==> src/hw/eqh_pkg.sv <==
// Constants and types for the Ethernet queue halt, flow control and filer block
package eqh_pkg;
   localparam logic [7:0]  TX_RING_STATUS_ADDR = 8'h00;
   localparam logic [7:0]  TX_COAL_ADDR        = 8'h04;
   localparam logic [7:0]  RX_CTRL_ADDR        = 8'h08;
   localparam logic [7:0]  RX_COAL_ADDR        = 8'h0C;
   localparam logic [7:0]  RX_EXTRACT_ADDR     = 8'h10;
   localparam logic [7:0]  FILER_INDEX_ADDR    = 8'h14;
   localparam logic [7:0]  FILER_CTRL_ADDR     = 8'h18;
   localparam logic [7:0]  FILER_PROP_ADDR     = 8'h1C;
   localparam logic [7:0]  RING_SEL_ADDR       = 8'h20;
   localparam logic [7:0]  RING_PARAMS_ADDR    = 8'h24;
   localparam logic [7:0]  RING_LAST_FREE_ADDR = 8'h28;
   localparam logic [7:0]  RX_EXTRACTED_ADDR   = 8'h2C;
   localparam logic [7:0]  RX_RESULT_ADDR      = 8'h30;
   localparam logic [7:0]  TX_QUEUE_EN_ADDR    = 8'h34;
   localparam logic [31:0] REG_RESET           = 32'h0000_0000;
   localparam int          HALT_LSB            = 0;
   localparam int          FRAME_EVT_LSB       = 21;
   localparam int          COAL_SEL_BIT        = 1;
   localparam int          LFC_BIT             = 17;
   localparam int          FILER_EN_BIT        = 15;
   localparam int          SHORT_ACCEPT_BIT    = 4;
   localparam int          FIRST_EVT_RING      = 5;
   localparam int          RINGS               = 8;
   localparam int          FILER_DEPTH         = 16;
   localparam int          COAL_DIVIDE         = 64;
   localparam logic [5:0]  COAL_LAST           = 6'(COAL_DIVIDE - 1);
   localparam logic [15:0] TINY_FRAME_MAX      = 16'h0010;
   localparam logic [15:0] MIN_FRAME           = 16'h0040;
   localparam logic [15:0] MAC_CTRL_TYPE       = 16'h8808;
   localparam logic [15:0] IPV4_TYPE           = 16'h0800;
   localparam logic [15:0] L2_HDR_LEN          = 16'h000E;
   localparam logic [15:0] ETYPE_HI_POS        = 16'h000C;
   localparam logic [15:0] ETYPE_LO_POS        = 16'h000D;
   localparam logic [3:0]  LAST_RULE           = 4'hF;
   localparam int          RULE_REJECT_BIT     = 5;
   localparam int          RULE_CLUSTER_BIT    = 6;
   localparam int          RULE_CHAIN_BIT      = 7;
   localparam logic [3:0]  PROP_ETHERTYPE      = 4'h0;
   localparam logic [3:0]  PROP_EXTRACTED      = 4'h1;
   localparam logic [3:0]  PROP_LENGTH         = 4'h2;
   localparam logic [1:0]  EXTRACT_L2          = 2'h1;
   localparam logic [1:0]  EXTRACT_AFTER_L2    = 2'h2;
   localparam logic [1:0]  EXTRACT_AFTER_L3    = 2'h3;

   typedef enum logic [1:0] {
      SKIP_NONE           = 2'b00,
      SKIP_TO_UNCHAINED   = 2'b01,
      SKIP_TO_CLUSTER_END = 2'b10
   } eqh_skip_type;

   typedef enum logic [1:0] {
      FS_IDLE = 2'b00,
      FS_WALK = 2'b01
   } eqh_filer_state_type;
endpackage : eqh_pkg

==> src/hw/eqh_queue_ctrl.sv <==
// Transmit ring halt, coalescing ticks, lossless flow control and receive filer
//
// The plain strobed port and the placing of the registers were decided locally.
`timescale 1ns/100ps

module eqh_queue_ctrl (
   input  wire logic         core_clk_in,
   input  wire logic         rst_n_in,
   input  wire logic [7:0]   addr_in,
   input  wire logic [31:0]  wr_data_in,
   input  wire logic         wr_en_in,
   input  wire logic         rd_en_in,
   output logic      [31:0]  rd_data_out,
   input  wire logic [2:0]   tx_dma_ring_in,
   input  wire logic         tx_bad_addr_in,
   input  wire logic         tx_read_uncorrectable_in,
   input  wire logic         tx_desc_ready_in,
   input  wire logic         tx_desc_len_zero_in,
   input  wire logic         tx_no_ready_desc_in,
   input  wire logic         tx_frame_sent_in,
   input  wire logic [2:0]   tx_frame_ring_in,
   output logic      [7:0]   tx_ring_dma_enable_out,
   input  wire logic         tx_interface_clock_in,
   input  wire logic         rx_interface_clock_in,
   output logic              tx_coalesce_tick_out,
   output logic              rx_coalesce_tick_out,
   input  wire logic [7:0]   rx_ring_active_in,
   input  wire logic [127:0] rx_hw_ptr_in,
   input  wire logic         link_full_duplex_in,
   input  wire logic         fifo_mode_in,
   output logic              pause_request_out,
   output logic              rx_flow_ctrl_output_out,
   input  wire logic         rx_valid_in,
   input  wire logic         rx_sof_in,
   input  wire logic         rx_eof_in,
   input  wire logic [7:0]   rx_data_in,
   output logic              rx_frame_done_out,
   output logic              rx_frame_accept_out
);
   import eqh_pkg::*;

   typedef struct packed {
      logic [7:0]            halt;
      logic [2:0]            frame_evt;
      logic [7:0]            queue_en;
      logic [7:0]            dma_en;
      logic [31:0]           transmit_coalesce_config;
      logic [31:0]           receive_control;
      logic [31:0]           receive_coalesce_config;
      logic [31:0]           receive_byte_extract_config;
      logic [3:0]            filer_idx;
      logic [2:0]            ring_sel;
      logic [7:0][15:0]      ring_len;
      logic [7:0][15:0]      ring_thr;
      logic [7:0][15:0]      last_free;
      logic [31:0]           rdata;
      logic                  tx_s1;
      logic                  tx_s2;
      logic                  tx_s3;
      logic                  rx_s1;
      logic                  rx_s2;
      logic                  rx_s3;
      logic [5:0]            tx_div;
      logic [5:0]            rx_div;
      logic                  tx_tick;
      logic                  rx_tick;
      logic [2:0]            scan;
      logic [7:0]            low;
      logic                  flow_req;
      logic                  pause;
      logic                  rx_flow_ctrl_output;
      logic [15:0]           count;
      logic [15:0]           etype;
      logic [15:0]           l3_end;
      logic [3:0][7:0]       extr;
      eqh_filer_state_type   fstate;
      eqh_skip_type          skip;
      logic                  in_cluster;
      logic [3:0]            rule;
      logic [15:0]           f_etype;
      logic [15:0]           f_len;
      logic [31:0]           f_extr;
      logic                  done;
      logic                  accept;
      logic [2:0]            result;
   } eqh_state_type;

   eqh_state_type q;
   eqh_state_type n;
   logic [7:0]    rule_ctrl_mem [FILER_DEPTH];
   logic [31:0]   rule_prop_mem [FILER_DEPTH];
   logic          gen_err;
   logic [7:0]    halt_set;

   function automatic logic eqh_extract_hit(input logic [7:0] cfg, input logic [15:0] pos,
                                            input logic [15:0] l3end);
      logic [15:0] base;
      base = 16'h0000;
      case (cfg[7:6])
         EXTRACT_L2:       base = 16'h0000;
         EXTRACT_AFTER_L2: base = L2_HDR_LEN;
         EXTRACT_AFTER_L3: base = l3end;
         default:          return 1'b0;
      endcase
      return pos == 16'(base + {10'h000, cfg[5:0]});
   endfunction : eqh_extract_hit

   function automatic logic [31:0] eqh_prop(input logic [3:0] sel, input logic [15:0] ety,
                                           input logic [15:0] len, input logic [31:0] ext);
      case (sel)
         PROP_ETHERTYPE: return {16'h0000, ety};
         PROP_EXTRACTED: return ext;
         PROP_LENGTH:    return {16'h0000, len};
         default:        return 32'h0000_0000;
      endcase
   endfunction : eqh_prop

   // Any of these stops the ring; a graceful stop is deliberately absent here
   assign gen_err  = tx_bad_addr_in | tx_read_uncorrectable_in
                   | (tx_desc_ready_in & tx_desc_len_zero_in);
   assign halt_set = (gen_err | tx_no_ready_desc_in) ? (8'h01 << tx_dma_ring_in) : 8'h00;

   always_comb begin
      logic [15:0] pos;
      logic [15:0] len;
      logic [15:0] rl;
      logic [15:0] lf;
      logic [15:0] hw;
      logic [15:0] free;
      logic [7:0]  c;
      logic [7:0]  evt_set;
      logic        hit;
      logic        decide;
      pos    = 16'h0000;
      len    = 16'h0000;
      rl     = 16'h0000;
      lf     = 16'h0000;
      hw     = 16'h0000;
      free   = 16'h0000;
      c      = 8'h00;
      hit    = 1'b0;
      decide = 1'b0;
      evt_set = 8'h00;
      n      = q;
      n.rdata = 32'h0000_0000;
      n.done  = 1'b0;

      // Set beats a simultaneous write-one clear
      if (tx_frame_sent_in && tx_frame_ring_in >= 3'(FIRST_EVT_RING)) begin
         evt_set = 8'h01 << 3'(tx_frame_ring_in - 3'(FIRST_EVT_RING));
      end
      if (wr_en_in && addr_in == TX_RING_STATUS_ADDR) begin
         n.halt      = q.halt & ~wr_data_in[HALT_LSB +: 8];
         n.frame_evt = q.frame_evt & ~wr_data_in[FRAME_EVT_LSB +: 3];
      end
      n.halt      = n.halt | halt_set;
      n.frame_evt = n.frame_evt | evt_set[2:0];
      n.dma_en    = q.queue_en & ~n.halt;

      if (wr_en_in) begin
         case (addr_in)
            TX_COAL_ADDR:        n.transmit_coalesce_config = wr_data_in;
            RX_CTRL_ADDR:        n.receive_control = wr_data_in;
            RX_COAL_ADDR:        n.receive_coalesce_config = wr_data_in;
            RX_EXTRACT_ADDR:     n.receive_byte_extract_config = wr_data_in;
            FILER_INDEX_ADDR:    n.filer_idx = wr_data_in[3:0];
            RING_SEL_ADDR:       n.ring_sel = wr_data_in[2:0];
            RING_PARAMS_ADDR: begin
               n.ring_len[q.ring_sel] = wr_data_in[15:0];
               n.ring_thr[q.ring_sel] = wr_data_in[31:16];
            end
            RING_LAST_FREE_ADDR: n.last_free[q.ring_sel] = wr_data_in[15:0];
            TX_QUEUE_EN_ADDR:    n.queue_en = wr_data_in[7:0];
            default:             n.rdata = 32'h0000_0000;
         endcase
      end
      if (rd_en_in) begin
         case (addr_in)
            TX_RING_STATUS_ADDR: n.rdata = ({29'h0, q.frame_evt} << FRAME_EVT_LSB)
                                         | {24'h0, q.halt};
            TX_COAL_ADDR:        n.rdata = q.transmit_coalesce_config;
            RX_CTRL_ADDR:        n.rdata = q.receive_control;
            RX_COAL_ADDR:        n.rdata = q.receive_coalesce_config;
            RX_EXTRACT_ADDR:     n.rdata = q.receive_byte_extract_config;
            FILER_INDEX_ADDR:    n.rdata = {28'h0, q.filer_idx};
            FILER_CTRL_ADDR:     n.rdata = {24'h0, rule_ctrl_mem[q.filer_idx]};
            FILER_PROP_ADDR:     n.rdata = rule_prop_mem[q.filer_idx];
            RING_SEL_ADDR:       n.rdata = {29'h0, q.ring_sel};
            RING_PARAMS_ADDR:    n.rdata = {q.ring_thr[q.ring_sel], q.ring_len[q.ring_sel]};
            RING_LAST_FREE_ADDR: n.rdata = {16'h0, q.last_free[q.ring_sel]};
            RX_EXTRACTED_ADDR:   n.rdata = q.f_extr;
            RX_RESULT_ADDR:      n.rdata = {27'h0, q.in_cluster, q.accept, q.result};
            TX_QUEUE_EN_ADDR:    n.rdata = {24'h0, q.queue_en};
            default:             n.rdata = 32'h0000_0000;
         endcase
      end

      // The second and third stages feed the edge detect
      n.tx_s1 = tx_interface_clock_in;
      n.tx_s2 = q.tx_s1;
      n.tx_s3 = q.tx_s2;
      n.rx_s1 = rx_interface_clock_in;
      n.rx_s2 = q.rx_s1;
      n.rx_s3 = q.rx_s2;
      n.tx_tick = 1'b0;
      n.rx_tick = 1'b0;
      if (q.transmit_coalesce_config[COAL_SEL_BIT] || (q.tx_s2 && !q.tx_s3)) begin
         n.tx_div  = 6'(q.tx_div + 6'h01);
         n.tx_tick = (q.tx_div == COAL_LAST);
      end
      if (q.receive_coalesce_config[COAL_SEL_BIT] || (q.rx_s2 && !q.rx_s3)) begin
         n.rx_div  = 6'(q.rx_div + 6'h01);
         n.rx_tick = (q.rx_div == COAL_LAST);
      end

      // One ring checked per cycle keeps the subtractor single
      rl = q.ring_len[q.scan];
      lf = q.last_free[q.scan];
      hw = rx_hw_ptr_in[16*q.scan +: 16];
      free = (lf >= hw) ? 16'(lf - hw) : 16'(lf + rl - hw);
      n.scan = 3'(q.scan + 3'h1);
      n.low[q.scan] = rx_ring_active_in[q.scan] && (free < q.ring_thr[q.scan]);
      if (!q.receive_control[LFC_BIT]) n.low = 8'h00;
      n.flow_req = |n.low;
      n.pause    = n.flow_req && !q.flow_req && link_full_duplex_in;
      n.rx_flow_ctrl_output      = n.flow_req && fifo_mode_in;

      if (rx_valid_in) begin
         pos = rx_sof_in ? 16'h0000 : q.count;
         len = 16'(pos + 16'h0001);
         n.count = len;
         if (rx_sof_in) begin
            n.extr   = '0;
            n.etype  = 16'h0000;
            n.l3_end = L2_HDR_LEN;
         end
         if (pos == ETYPE_HI_POS) n.etype[15:8] = rx_data_in;
         if (pos == ETYPE_LO_POS) n.etype[7:0] = rx_data_in;
         if (pos == L2_HDR_LEN && n.etype == IPV4_TYPE) begin
            n.l3_end = 16'(L2_HDR_LEN + {10'h000, rx_data_in[3:0], 2'b00});
         end
         for (int k = 0; k < 4; k++) begin
            if (eqh_extract_hit(q.receive_byte_extract_config[8*k +: 8], pos, n.l3_end)) n.extr[k] = rx_data_in;
         end
         if (rx_eof_in && q.fstate == FS_IDLE) begin
            n.f_etype = n.etype;
            n.f_len   = len;
            n.f_extr  = n.extr;
            n.result  = 3'b000;
            if (len <= TINY_FRAME_MAX ||
                (len < MIN_FRAME && !q.receive_control[SHORT_ACCEPT_BIT])) begin
               n.result = 3'b010;
            end else if (n.etype == MAC_CTRL_TYPE) begin
               n.result = 3'b100;
            end
            if (n.result != 3'b000) begin
               n.done   = 1'b1;
               n.accept = 1'b0;
            end else if (q.receive_control[FILER_EN_BIT]) begin
               n.fstate     = FS_WALK;
               n.rule       = 4'h0;
               n.skip       = SKIP_NONE;
               n.in_cluster = 1'b0;
            end else begin
               n.done   = 1'b1;
               n.accept = 1'b1;
               n.result = 3'b001;
            end
         end
      end

      case (q.fstate)
         FS_WALK: begin
            c   = rule_ctrl_mem[q.rule];
            hit = eqh_prop(c[3:0], q.f_etype, q.f_len, q.f_extr) == rule_prop_mem[q.rule];
            case (q.skip)
               SKIP_TO_UNCHAINED: if (!c[RULE_CHAIN_BIT]) begin
                  n.skip = SKIP_NONE;
                  if (c[RULE_CLUSTER_BIT]) n.in_cluster = 1'b0;
               end
               SKIP_TO_CLUSTER_END: if (c[RULE_CLUSTER_BIT] && !c[RULE_CHAIN_BIT]) begin
                  n.skip       = SKIP_NONE;
                  n.in_cluster = 1'b0;
               end
               default: case ({c[RULE_CLUSTER_BIT], c[RULE_CHAIN_BIT]})
                  2'b00:   decide = hit;
                  2'b01:   if (!hit) n.skip = SKIP_TO_UNCHAINED;
                  2'b10: begin
                     decide = hit;
                     if (!hit) n.in_cluster = 1'b0;
                  end
                  default: if (hit) n.in_cluster = 1'b1;
                           else n.skip = SKIP_TO_CLUSTER_END;
               endcase
            endcase
            if (decide || q.rule == LAST_RULE) begin
               n.done   = 1'b1;
               n.accept = decide ? !c[RULE_REJECT_BIT] : 1'b1;
               n.result = {2'b00, n.accept};
               n.fstate = FS_IDLE;
            end else begin
               n.rule = 4'(q.rule + 4'h1);
            end
         end
         default: n.fstate = n.fstate;
      endcase
   end

   always_ff @(posedge core_clk_in) begin
      if (!rst_n_in) begin
         q        <= '0;
         q.transmit_coalesce_config   <= REG_RESET;
         q.receive_control  <= REG_RESET;
      end else begin
         q <= n;
      end
   end

   // No reset on the table: software loads every rule first
   always_ff @(posedge core_clk_in) begin
      if (wr_en_in && addr_in == FILER_CTRL_ADDR) rule_ctrl_mem[q.filer_idx] <= wr_data_in[7:0];
      if (wr_en_in && addr_in == FILER_PROP_ADDR) rule_prop_mem[q.filer_idx] <= wr_data_in;
   end
   assign rd_data_out             = q.rdata;
   assign tx_ring_dma_enable_out  = q.dma_en;
   assign tx_coalesce_tick_out    = q.tx_tick;
   assign rx_coalesce_tick_out    = q.rx_tick;
   assign pause_request_out       = q.pause;
   assign rx_flow_ctrl_output_out = q.rx_flow_ctrl_output;
   assign rx_frame_done_out       = q.done;
   assign rx_frame_accept_out     = q.accept;
endmodule : eqh_queue_ctrl

==> config.mk <==
export PLATFORM = sky130hd
export DESIGN_NAME = eqh_queue_ctrl
export DESIGN_NICKNAME = d
export VERILOG_FILES = /design/src/hw/eqh_pkg.sv /design/src/hw/eqh_queue_ctrl.sv
export SDC_FILE = /design/constraint.sdc
export NUM_CORES = 2
export LEC_CHECK = 0
export CAP_MARGIN = 25
export CORE_AREA = 2 2 439 550
export CTS_CLUSTER_DIAMETER = 200
export DETAILED_ROUTE_END_ITERATION = 7
export DIE_AREA = 0 0 441 552
export DONT_BUFFER_PORTS = 1
export GPL_ROUTABILITY_DRIVEN = 0
export GPL_TIMING_DRIVEN = 0
export HOLD_SLACK_MARGIN = 0.06
export PLACE_DENSITY = 0.41
export SLEW_MARGIN = 20
export SYNTH_ARGS = -nofsm -noshare
export SYNTH_HDL_FRONTEND = slang
export SYNTH_SLANG_ARGS = --single-unit
export TNS_END_PERCENT = 5
==> constraint.sdc <==
create_clock -name core_clk_in -period 11.8 [get_ports core_clk_in]
set_input_delay 1.18 -clock core_clk_in [delete_from_list [all_inputs] [get_ports core_clk_in]]
set_output_delay 1.18 -clock core_clk_in [all_outputs]
set_load 0.03 [all_outputs]
==> tab_implementation.tex <==
\begin{tabular}{lr}
\hline
Metric & Value \\
\hline
\multicolumn{2}{l}{\textbf{Timing}} \\
\quad Final setup violation count & 0 \\
\quad Fraction of the cycle the final worst path needs & 93.46\% \\
\quad Min Clock Period, post-route & 11,030 ps \\
\quad Hold Worst Slack & 402.6 ps \\
\quad Number of pins exceeding their max-slew limit in the final report & 0 \\
\quad Tightest slew margin relative to the limit & between 10\% and 20\% \\
\quad Worst Setup Slack, final & 772.1 ps \\
\quad Unrepaired setup endpoints after global routing & no \\
\quad Worst-case clock skew & 59.47 ps \\
\quad Tightest Pin Transition & between 1000 and 1500 ps \\
\quad Final Hold Fails & 0 \\
\quad Setup TNS Final & 0 ps \\
\quad Peak clock frequency supported by timing & 90.68 MHz \\
\multicolumn{2}{l}{\textbf{Detailed routing}} \\
\quad Drt drc & 9 \\
\quad Count of vias placed by the detailed router & 61.35k \\
\quad Detailed Route Iter0 Violations & 8,244 \\
\quad Average wire per standard cell & roughly 34 um \\
\quad Detail Route Antenna Nets & 0 \\
\quad Number of iterations in the first detailed-routing pass & 8 \\
\quad DRT Wirelength & 354.2 mm \\
\quad Vias per inst & between 5 and 6 \\
\multicolumn{2}{l}{\textbf{Synth}} \\
\quad Seq/Total Area, Yosys & 48.75\% \\
\quad Cell with the most instances after synthesis & sky130\_fd\_sc\_hd\_\_nand2\_1 \\
\quad Yosys reg bits & 1,414 \\
\quad EDFF count, synth & 640 \\
\quad Mean instance size in the synthesized netlist & 10.41 um\^{}2 \\
\quad Fraction of post-synthesis cell area in the top cell type by area & 26.99\% \\
\quad Post-synthesis cell type count & 99 \\
\quad Cell count after synthesis & $\sim$7k \\
\quad Syn\_nets & approximately 7k \\
\quad Dominant register cell in the synthesized netlist & sky130\_fd\_sc\_hd\_\_dfxtp\_1 \\
\quad Async set-or-reset flop fraction in the synthesized netlist & 0\% \\
\quad Cell types with the largest area share after synthesis & sky130\_fd\_sc\_hd\_\_edfxtp\_1 27\%, sky130\_fd\_sc\_hd\_\_dfxtp\_1 22\%, sky130\_fd\_sc\_hd\_\_mux4\_2 12\% \\
\quad Synth area leader & sky130\_fd\_sc\_hd\_\_edfxtp\_1 \\
\quad Post-synthesis cell area & 71,200 um\^{}2 \\
\quad Synthesis Warnings & 0 \\
\quad Top cells by count, synth & 1,287 x sky130\_fd\_sc\_hd\_\_nand2\_1, 774 x sky130\_fd\_sc\_hd\_\_dfxtp\_1, 701 x sky130\_fd\_sc\_hd\_\_a21oi\_1, 640 x sky130\_fd\_sc\_hd\_\_edfxtp\_1, 493 x sky130\_fd\_sc\_hd\_\_clkbuf\_1 \\
\multicolumn{2}{l}{\textbf{Status}} \\
\quad Failing checks & DRC \\
\quad Outcome & complete, but fails checks \\
\multicolumn{2}{l}{\textbf{Setup path}} \\
\quad Critical Setup Path Class & reg2reg \\
\quad Crit path arrival time & around 12,000 ps \\
\quad FF-to-FF setup slack & about 770 ps \\
\quad Worst path max stage delay & $\sim$900 ps \\
\quad Slowest cell on the critical path & sky130\_fd\_sc\_hd\_\_buf\_1 \\
\quad Critical Path RT & roughly 13,000 ps \\
\quad Max Fanout on Critical Path & 11 \\
\quad Kind of end point of the critical path & flip-flop \\
\quad Critical Path Source Type & flip-flop \\
\multicolumn{2}{l}{\textbf{Layout}} \\
\quad Seq. cell area & around 35,000 um\^{}2 \\
\quad Number of standard cells in the final layout excluding fillers & 10.37k \\
\quad Synth-to-Final Area Change & 15.51\% \\
\quad Area occupied by multi-input gates & 33,620 um\^{}2 \\
\quad Fin nets & 7,404 \\
\quad Share of layout cells above drive strength 1 & 12.77\% \\
\quad Count of filler cells inserted in the layout & between 20k and 25k \\
\multicolumn{2}{l}{\textbf{Clock network}} \\
\quad Clock tree from TritonCTS & yes \\
\quad Post-CTS setup buffer count & 0 \\
\quad Clk sinks & 1,414 \\
\quad Hold buffer count at CTS & 0 \\
\quad CTS root buffer & sky130\_fd\_sc\_hd\_\_clkbuf\_16 \\
\quad Max H-tree Level & 4 \\
\quad TritonCTS buffer count & between 150 and 200 \\
\quad Clock-pin slew reported for the worst setup and hold paths after clock tree synthesis & 60 ps \\
\quad Buffer depth of the longest clock path & 4 \\
\quad Clk\_lat worst skew & 860 ps \\
\quad Count of cells resized by post-cts repair & 0 \\
\multicolumn{2}{l}{\textbf{Power and ir drop}} \\
\quad Power per cell area & 134.7 nW/um\^{}2 \\
\quad Leakage & roughly 25 nW \\
\quad Worst ir drop on vdd & 0.00009173 V \\
\multicolumn{2}{l}{\textbf{Die}} \\
\quad Die X & 441 um \\
\quad Die Y & 552 um \\
\quad Die area & 243,400 um\^{}2 \\
\quad I/O pin total & 253 \\
\quad Row count & $\sim$200 \\
\quad Placeable core region & 238,700 um\^{}2 \\
\quad Initial core utilization & 29.83\% \\
\multicolumn{2}{l}{\textbf{Global routing}} \\
\quad Maximum number of pins on one net before global-route repair & 39 \\
\quad Total congestion overflow after global routing & 0 \\
\quad GRT Overall Usage & around 28\% \\
\quad Initial antenna violation count & 25 \\
\quad Wire length of the first global-routing pass & between 400 and 500 mm \\
\quad Vias in the first global route & 58.61k \\
\multicolumn{2}{l}{\textbf{Placed design}} \\
\quad Detailed placement HPWL & approximately 260 mm \\
\quad DP Worst Slack & 797.3 ps \\
\quad Number of buffer cells added on primary ports & 0 \\
\quad Inst Count DP & 10.06k \\
\multicolumn{2}{l}{\textbf{Worst hold path}} \\
\quad Worst min-delay path category & in2reg \\
\multicolumn{2}{l}{\textbf{Flow run}} \\
\quad Max-cap violation count & 0 \\
\hline
\end{tabular}
==> routing by layer <==
metal | vias to the layer above | global-route usage, % | routed length, um
met3 | 784 | 5.823 | 30870
met2 | 3352 | 45.91 | 165500
met4 | 8 | 13.63 | 20040
met5 | - | 0 | 49
li1 | 25972 | - | -
met1 | 31233 | 35.48 | 137700
==> cell usage in the layout (no fill, tap or decap), types with 27 or more instances in the layout <==
| master | n |
|---|---|
| sky130_fd_sc_hd__buf_16 | 27 |
| sky130_fd_sc_hd__clkbuf_1 | 499 |
| sky130_fd_sc_hd__nor3_1 | 62 |
| sky130_fd_sc_hd__a21oi_1 | 701 |
| sky130_fd_sc_hd__mux2i_1 | 68 |
| sky130_fd_sc_hd__clkbuf_16 | 173 |
| sky130_fd_sc_hd__mux4_2 | 375 |
| sky130_fd_sc_hd__and3_1 | 70 |
| sky130_fd_sc_hd__o21a_1 | 29 |
| sky130_fd_sc_hd__a22o_1 | 52 |
| sky130_fd_sc_hd__o211ai_1 | 29 |
| sky130_fd_sc_hd__and2_1 | 53 |
| sky130_fd_sc_hd__buf_1 | 39 |
| sky130_fd_sc_hd__nor2b_1 | 81 |
| sky130_fd_sc_hd__ha_1 | 81 |
| sky130_fd_sc_hd__buf_2 | 53 |
| sky130_fd_sc_hd__o21ai_0 | 112 |
| sky130_fd_sc_hd__dfxtp_1 | 774 |
| sky130_fd_sc_hd__nand4_1 | 74 |
| sky130_fd_sc_hd__xnor2_1 | 89 |
| sky130_fd_sc_hd__buf_4 | 62 |
| sky130_fd_sc_hd__inv_1 | 111 |
| sky130_fd_sc_hd__and4_1 | 37 |
| sky130_fd_sc_hd__a211oi_1 | 66 |
| sky130_fd_sc_hd__nand2_1 | 1287 |
| sky130_fd_sc_hd__nand3_1 | 97 |
| sky130_fd_sc_hd__xor2_1 | 47 |
| sky130_fd_sc_hd__nor2_1 | 305 |
| sky130_fd_sc_hd__edfxtp_1 | 640 |
| sky130_fd_sc_hd__clkbuf_2 | 29 |
| sky130_fd_sc_hd__a31oi_1 | 35 |
| sky130_fd_sc_hd__a22oi_1 | 418 |
| sky130_fd_sc_hd__a221oi_1 | 70 |
==> final timing paths <==
path                                startpoint                   end  cells past startpoint
worst max-delay path                    q[169]     pause_request_out                     30
worst min-delay path            wr_data_in[27]  rule_prop_mem[5][27]                      0
worst max register to register          q[169]     pause_request_out                     30
worst min register to register          n[187]                n[186]                      1
==> cells by family (layout without fill, tap and decap cells) <==
group                    count (synthesis)  count (layout)  share of synthesized area [%]
AO/OA/AOI/OAI                         1748            1748                          16.14
XOR/XNOR                               137             137                          1.705
adder cells (fa/ha/maj)                102             102                          2.000
buffers and inverters                  750            1125                          4.312
flip-flops                            1414            1414                          48.75
multiplexers                           456             456                          13.03
other                                    0               7                              0
AND/OR/NAND/NOR                       2231            2231                          14.06
==> final cells by class <==
class / instances / share of cell area, %
flip-flops and latches: 1414 / 42.21
repair buffers: 86 / 1.791
diodes: 7 / 0.02130
inverters: 114 / 0.5203
clock buffers: 230 / 5.777
plain buffers: 636 / 3.288
multi-input cells: 4674 / 40.87
clock inverters: 59 / 0.7348
well taps: 3146 / 4.786
==> per-stage QoR <==
step	util, %	power, W	area [um^2]
after floorplan	-	0.005593	71200
after global placement	31.48	0.005872	75140
after detailed placement	32.18	0.005889	76790
after CTS	34.42	0.01113	82150
after global routing	34.45	0.01135	82230
final	34.46	0.01107	82240
==> power breakdown <==
| group | switching, W | internal, W |
|---|---|---|
| registers | 0.0000386 | 0.00514 |
| logic | 0.000466 | 0.000166 |
| clock network | 0.00224 | 0.00303 |
==> critical path, delay by kind of cell (launching register included) <==
kind                       cells  cell delay (ps)
buffers and inverters          7             3560
AOI/OAI and AO/OA             13             4330
adders and majority gates      3              990
DFF                            1              470
and+or+nand+nor                7             1590
==> registers in the layout (all words and copies together) (netlist names), named ones only <==
signal,count
q,720
rule_prop_mem,512
rule_ctrl_mem,128
rd_data_out,32
tx_ring_dma_enable_out,8
n,4
pause_request_out,1
rx_coalesce_tick_out,1
rx_flow_ctrl_output_out,1
rx_frame_accept_out,1
rx_frame_done_out,1
tx_coalesce_tick_out,1
Note: power is estimated with default switching activity, not from simulation.
